File: src/common/gdcfp_pkg.sv
package gdcfp_pkg;
   localparam int unsigned CLK_FREQ_HZ      = 10_000_000;
   localparam int unsigned CLK_PERIOD_NS    = 1_000_000_000 / CLK_FREQ_HZ;
   localparam int unsigned PHASES           = 3;
   // times as printed
   localparam int unsigned DEAD_TIME_NS     = 1_500;
   localparam int unsigned MIN_PULSE_NS     = 500;
   localparam int unsigned MAX_CARRIER_HZ   = 20_000;
   localparam int unsigned SHUTDOWN_MAX_US  = 5_000;
   localparam int unsigned RESTART_WAIT_MS  = 2_000;
   // cycle counts: least times round up, longest round down
   localparam int unsigned DEAD_CYC         = (DEAD_TIME_NS + CLK_PERIOD_NS - 1) / CLK_PERIOD_NS;
   localparam int unsigned MIN_PULSE_CYC    = (MIN_PULSE_NS + CLK_PERIOD_NS - 1) / CLK_PERIOD_NS;
   localparam int unsigned MIN_PERIOD_CYC   = (CLK_FREQ_HZ + MAX_CARRIER_HZ - 1) / MAX_CARRIER_HZ;
   localparam int unsigned SHUTDOWN_MAX_CYC = SHUTDOWN_MAX_US * (CLK_FREQ_HZ / 1_000_000);
   localparam longint unsigned RESTART_CYC  = longint'(RESTART_WAIT_MS) * (CLK_FREQ_HZ / 1_000);
   localparam int unsigned CNT_W            = 32;
   // fault handling states, one-hot
   typedef enum logic [2:0] {
      GDC_RUN   = 3'b001,
      GDC_TRIP  = 3'b010,
      GDC_WAIT  = 3'b100
   } gdc_state_t;
endpackage : gdcfp_pkg

File: src/logic/gdcfp_ctrl.sv
// Summary of operation
// - controller inserts at least 1.5 us dead time
// - each high and low pulse at least 0.5 us; the first pulse after a stop or after enable rises can be shorter
// - carrier at or below 20 kHz
// - commands always actively driven
// - on fault, drive all commands inactive
// - shutdown within worst-case 5 ms hold
// - wait two seconds before restarting drive
// - stop commands on abnormal sensed temperature

module gdcfp_ctrl
   import gdcfp_pkg::*;
#(
   parameter int unsigned PERIOD_CYC  = 500,
   parameter int unsigned DEAD_CYCLES = DEAD_CYC,
   parameter int unsigned MIN_PULSE   = MIN_PULSE_CYC,
   parameter int unsigned RESTART     = 32'(RESTART_CYC)
) (
   input  wire logic               CLK_IN,
   input  wire logic               RST_N_IN,
   input  wire logic               ENABLE_IN,
   input  wire logic [PHASES-1:0]  DUTY_HIGH_IN [0:0],
   input  wire logic [CNT_W-1:0]   DUTY_CYC_IN,
   input  wire logic               OVERHEAT_IN,
   input  wire logic               FAULT_OUTPUT_N_IN,
   output logic      [PHASES-1:0]  HIGH_SIDE_COMMAND_OUT,
   output logic      [PHASES-1:0]  LOW_SIDE_COMMAND_OUT,
   output logic                    FAULT_SEEN_OUT,
   output logic                    RUNNING_OUT
);
   // carrier never faster than 20 kHz; clamp the programmed period
   localparam int unsigned PERIOD = (PERIOD_CYC < MIN_PERIOD_CYC) ? MIN_PERIOD_CYC : PERIOD_CYC;
   // shortest legal on time per side: pulse floor plus one dead time
   localparam int unsigned DUTY_MIN = MIN_PULSE + DEAD_CYCLES;
   localparam int unsigned DUTY_MAX = PERIOD - MIN_PULSE - DEAD_CYCLES;

   // last count of each counter, so compares stay one width
   localparam int unsigned PERIOD_LAST  = PERIOD - 1;
   localparam int unsigned DEAD_LAST    = DEAD_CYCLES - 1;
   localparam int unsigned RESTART_LAST = RESTART - 1;

   typedef struct packed {
      gdc_state_t             state;

      // two-stage synchronisers for the asynchronous pins
      logic [1:0]             fault_sync;
      logic                   heat_sync0;
      logic                   heat_sync1;

      // carrier, latched on-time and restart timer
      logic [CNT_W-1:0]       carrier;
      logic [CNT_W-1:0]       duty;
      logic [CNT_W-1:0]       wait_cnt;

      // per phase wanted level, dead-time counters and commands
      logic [PHASES-1:0]      phase_want;
      logic [PHASES-1:0][CNT_W-1:0] dead;
      logic [PHASES-1:0]      hi;
      logic [PHASES-1:0]      lo;

      // status
      logic                   fault_seen;
      logic                   running;
   } gdc_regs_t;

   // whole state of the block in one register
   gdc_regs_t r_reg;
   gdc_regs_t r_next;

   // zero keeps a phase on its low side for the whole period
   function automatic logic [CNT_W-1:0] clamp_duty(input logic [CNT_W-1:0] d);
      if (d == '0) begin
         return '0;
      end else if (d < CNT_W'(DUTY_MIN)) begin
         return CNT_W'(DUTY_MIN);
      end else if (d > CNT_W'(DUTY_MAX)) begin
         return CNT_W'(DUTY_MAX);
      end else begin
         return d;
      end
   endfunction

   // wanted level of one phase inside the carrier period
   function automatic logic phase_level(input logic             high_first,
                                        input logic [CNT_W-1:0] cnt,
                                        input logic [CNT_W-1:0] on_time);
      if (high_first) begin
         return cnt < on_time;
      end else begin
         return cnt >= CNT_W'(PERIOD) - on_time;
      end
   endfunction

   // any reason to hold every command of every phase off
   function automatic logic hold_off(input gdc_state_t st,
                                     input logic       stop,
                                     input logic       enable);
      return stop || st != GDC_RUN || !enable;
   endfunction

   logic fault_now;
   logic stop_now;

   always_comb begin
      r_next = r_reg;

      // first stage feeds only the second stage
      r_next.fault_sync = {r_reg.fault_sync[0], FAULT_OUTPUT_N_IN};

      // overheat flag gets the same two stages
      r_next.heat_sync0 = OVERHEAT_IN;
      r_next.heat_sync1 = r_reg.heat_sync0;

      // both protections stop drive the same way
      fault_now = !r_reg.fault_sync[1];
      stop_now  = fault_now || r_reg.heat_sync1;

      // carrier and duty latched at period start so a duty change never cuts a pulse short
      if (r_reg.carrier >= CNT_W'(PERIOD_LAST)) begin
         r_next.carrier = '0;
         r_next.duty    = clamp_duty(DUTY_CYC_IN);
      end else begin
         r_next.carrier = r_reg.carrier + 1'b1;
      end

      for (int p = 0; p < PHASES; p++) begin
         // registered one cycle ahead of the commands
         r_next.phase_want[p] = phase_level(DUTY_HIGH_IN[0][p], r_reg.carrier, r_reg.duty);
      end

      // fault handling: RUN, then TRIP for one cycle, then WAIT
      case (r_reg.state)
         GDC_RUN: begin
            // enable alone never clears a latched fault
            r_next.running = ENABLE_IN;
            if (stop_now) begin
               r_next.state      = GDC_TRIP;
               r_next.fault_seen = 1'b1;
               r_next.running    = 1'b0;
            end
         end

         GDC_TRIP: begin
            // commands already forced low below; start restart timer
            r_next.state    = GDC_WAIT;
            r_next.wait_cnt = '0;
         end

         GDC_WAIT: begin
            // timer restarts while the fault or overheat persists
            // counted from the last clearance, never from the trip
            if (stop_now) begin
               r_next.wait_cnt = '0;
            end else if (r_reg.wait_cnt >= CNT_W'(RESTART_LAST)) begin
               r_next.state      = GDC_RUN;
               r_next.fault_seen = 1'b0;
            end else begin
               r_next.wait_cnt = r_reg.wait_cnt + 1'b1;
            end
         end

         default: begin
            r_next.state = GDC_TRIP;
         end
      endcase

      // dead-time per phase: a side may rise only after the other has been low DEAD cycles
      for (int p = 0; p < PHASES; p++) begin
         // a stop drops both sides at once, so no dead time is needed there
         if (hold_off(r_reg.state, stop_now, ENABLE_IN)) begin
            r_next.hi[p]   = 1'b0;
            r_next.lo[p]   = 1'b0;
            r_next.dead[p] = '0;
         end else if (r_reg.phase_want[p] != r_reg.hi[p] && (r_reg.hi[p] || r_reg.lo[p])) begin
            r_next.hi[p]   = 1'b0;
            r_next.lo[p]   = 1'b0;
            r_next.dead[p] = '0;
         end else if (!r_reg.hi[p] && !r_reg.lo[p]) begin
            // both sides low long enough; follow the wanted level
            if (r_reg.dead[p] >= CNT_W'(DEAD_LAST)) begin
               r_next.hi[p] = r_reg.phase_want[p];
               r_next.lo[p] = !r_reg.phase_want[p];
            end else begin
               r_next.dead[p] = r_reg.dead[p] + 1'b1;
            end
         end
      end
   end

   always_ff @(posedge CLK_IN or negedge RST_N_IN) begin
      if (!RST_N_IN) begin
         r_reg            <= '0;
         r_reg.state      <= GDC_RUN;
         // fault line idles high; a zero here would look like a trip
         r_reg.fault_sync <= 2'b11;
      end else begin
         r_reg <= r_next;
      end
   end

   // always driven, never released
   assign HIGH_SIDE_COMMAND_OUT = r_reg.hi;
   assign LOW_SIDE_COMMAND_OUT  = r_reg.lo;
   // status for the rest of the system
   assign FAULT_SEEN_OUT        = r_reg.fault_seen;
   assign RUNNING_OUT           = r_reg.running;

endmodule // gdcfp_ctrl

File: config.mk
export PLATFORM = sky130hd
export DESIGN_NAME = gdcfp_ctrl
export DESIGN_NICKNAME = d
export VERILOG_FILES = /design/src/common/gdcfp_pkg.sv /design/src/logic/gdcfp_ctrl.sv
export SDC_FILE = /design/constraint.sdc
export NUM_CORES = 1
export LEC_CHECK = 0
export BUFFER_PORTS_ARGS = -buffer_cell sky130_fd_sc_hd__buf_4
export CAP_MARGIN = 20
export CORE_UTILIZATION = 30
export DETAILED_ROUTE_END_ITERATION = 8
export PLACE_DENSITY = 0.43
export RECOVER_POWER = 50
export SLEW_MARGIN = 40
export SYNTH_ARGS = -nofsm -noshare
export SYNTH_HDL_FRONTEND = slang
export SYNTH_SLANG_ARGS = --single-unit
File: constraint.sdc
create_clock -name CLK_IN -period 5.7 [get_ports CLK_IN]
set_clock_uncertainty 0.05 [all_clocks]
set_input_delay 0 -clock CLK_IN [delete_from_list [all_inputs] [get_ports CLK_IN]]
set_output_delay 0 -clock CLK_IN [all_outputs]
set_load 0.02 [all_outputs]
==> metrics.txt <==
Worst slew margin=-108.8%; Antenna diodes=0; critical path cell sequence=dlygate4sd3_1 > buf_8 > clkbuf_2; share of cells above drive strength 1=roughly a tenth; Setup WS pre-CTS=2.151 ns; failing checks=max-capacitance violations, max-slew violations; row cnt=67; CP max stage delay=around 2.2 ns; Slowest cell on crit path=clkbuf_2; most common cell in the netlist=dfrtp_1; DR pass1 iterations=4; Netlist cell types=between 50 and 60; cells after synthesis=999; maximum VDD drop=0.0001963 V; status=finished, violations left; first-pass GRT wire length=38330 um; fin crit share=62.82%; Top FF cell, synth=dfrtp_1; final wirelength=22600 um; clock-pin slew on the worst setup and hold paths=0.06 ns; Critical Path End=r_reg[118]$_DFFE_PN0P_; # setup viols final=0; clk buf depth=3; Tmin final=3.581 ns; Mapped Avg Cell Area=10.31 um2; gr usage total=13.06%; post-route cell area=between 10000 and 15000 um2; H-tree depth=1; worst min path class=in -> async; area post-placement=11200 um2; required time worst endpoint=5.59 ns; Register-to-Register Setup Slack=2.14 ns; Clk Tree Root Cell=clkbuf_16; die height=187.3 um; Critical Path Fanout Max=125; detail-routed via count per cell=4.784; total CTS buffers=26; DRC viols=0; unrepaired setup endpoints after global routing=false; CTS tree=done; post-synth top area cell=dfrtp_1; largest net degree at the start of global routing=roughly 130; Worst EP arrival=3.47 ns; sequential area share after synthesis=51.05%; Synthesis Warnings=0; EDFF count, synth=0; die area=35080 um2; CP Launch Type=input port; WL/cell=14.52 um; #FFs+latches synth=210; ANT nets after route=0; Static Leak=5.690 nW; vias in the first global route=7372; setup bufs post-CTS=0; Post-CTS Resized=0; CP Buf/Inv Count=3; Hold-fix buffers, CTS=23; overflow left after global routing=0; R2R Path Start=r_reg[139]$_DFFE_PN0N_; Setup CP Type=in -> async; PD cells=274.3 nW/um2; IO buf count=47; Cell Area, Synth=10300 um2; reg-to-reg endpoint=r_reg[104]$_DFF_PN0_; Setup WS post-layout=about 2.1 ns; Core Footprint=around 34000 um2; I/O pin total=48; clock latency on the worst-skew pair=0.53 ns; P&R area growth vs syn=19.51%; initial antenna violation count=0; TritonCTS Sinks=210; Largest register FFs=200; Vias=7448; CP Depth=3; Iter 0 DRT Violations=approximately 400; element type at the critical path end=asynchronous set/reset pin; fill count=approximately 3.4k; Worst Max-Slew Pin Slew=roughly 3.1 ns; CP top delay family=buffers and inverters; Fin Setup TNS=0 ns; worst setup path start=RST_N_IN; Post-synth ARST share=100.0%; FF-to-FF path depth=13; Synth area leaders=dfrtp_1, ha_1, nor4_1; post-layout util=36.53%; Max Clock Freq=~0.28 GHz; top cell type's share of synthesized area=50.29%; starting density of the core=a little over 30%; max-slew violations=126; final net count=approximately 1.2k; final hold viol count=0; top cells by count, synth=dfrtp_1, ha_1, nor4_1; global placement routability congestion=0.7532; max cap viols=1; detailed placer's ending HPWL=14990 um; Die X=around 190 um
cells by family after synthesis:
| family | share of synthesized area [%] |
|---|---|
| AND/OR/NAND/NOR | 22.64 |
| other | 0.03640 |
| flip-flops | 51.05 |
| multiplexers | 0.2915 |
| buffers and inverters | 3.692 |
| XOR/XNOR | 3.486 |
| adder cells (fa/ha/maj) | 8.988 |
| AO/OA/AOI/OAI | 9.814 |
cell usage in the layout (no fill, tap or decap), types with 5 or more instances in the layout:
cell type        n
buf_4           43
nand2b_1         7
dlygate4sd3_1   23
nor4_1          66
xnor2_1         34
nand2_1         63
clkbuf_1         9
nand3_1         34
a21oi_1         48
conb_1          23
a31oi_1          6
and2_1          45
clkbuf_8         5
o31ai_1         10
o211ai_1         7
dfrtp_1        207
clkbuf_16       26
inv_1           50
nor2_1          60
and3_1          60
nor2b_1          7
clkinv_2         8
o41ai_1          5
nand4_1         32
nor3_1          22
o21ai_0         49
a41oi_1          7
xor2_1           7
a21o_1           5
ha_1            74
per-stage QoR:
step | cells | hold WS, ns | power (mW)
after CTS | 1557 | 0.002151 | 3.452
after global placement | 1486 | 0.005875 | 1.669
after detailed placement | 1486 | 0.003206 | 1.670
final | 1557 | 0.0004117 | 3.377
after global routing | 1557 | 0.05959 | 3.528
after floorplan | 1021 | -0.3456 | 1.593
worst register-to-register path, cell delays in order (launching register included):
cell and delay, ns:
dfrtp_1 0.41, o21a_1 0.21, o211ai_1 0.43, nand2_1 0.19, or2_2 0.39, nor3b_1 0.31
xnor2_1 0.16, ha_1 0.27, a21oi_1 0.15, o21ai_0 0.13, a41oi_1 0.25, nor4_1 0.09
a21oi_1 0.28, mux2i_1 0.11
cell type report:
class,count,area [um2],share of cell area [%]
flip-flops and latches,210,5259,42.72
multi-input cells,723,4763,38.69
clock buffers,32,723.2,5.875
repair buffers,78,618.1,5.021
well taps,448,560.5,4.553
clock inverters,16,198.9,1.616
inverters,50,187.7,1.525
metal layers:
layer	global-route usage (%)	vias up	wire length [um]
met2	19.69	91	9681
li1	-	3790	-
met3	1.839	28	666
met5	0	-	0
met4	3.342	0	449
met1	19.46	3539	11800
power by group:
| group | switching, mW | internal, mW |
|---|---|---|
| Clock | 0.647 | 1.08 |
| Sequential | 0.0124 | 1.51 |
| Combinational | 0.0764 | 0.0540 |
worst min path at each step:
stage                     slack (ns)                    endpoint  depth (start not counted)
after floorplan                -0.35  FAULT_SEEN_OUT$_DFFE_PN0P_                          0
after global placement         0.006       r_reg[82]$_DFFE_PN0P_                          1
after detailed placement       0.003       r_reg[82]$_DFFE_PN0P_                          1
after CTS                      0.002      r_reg[143]$_DFFE_PN0N_                          6
after global routing            0.06       r_reg[82]$_DFFE_PN0P_                          2
final                         0.0004       r_reg[97]$_DFFE_PN0P_                          2
Note: power is estimated with default switching activity, not from simulation.
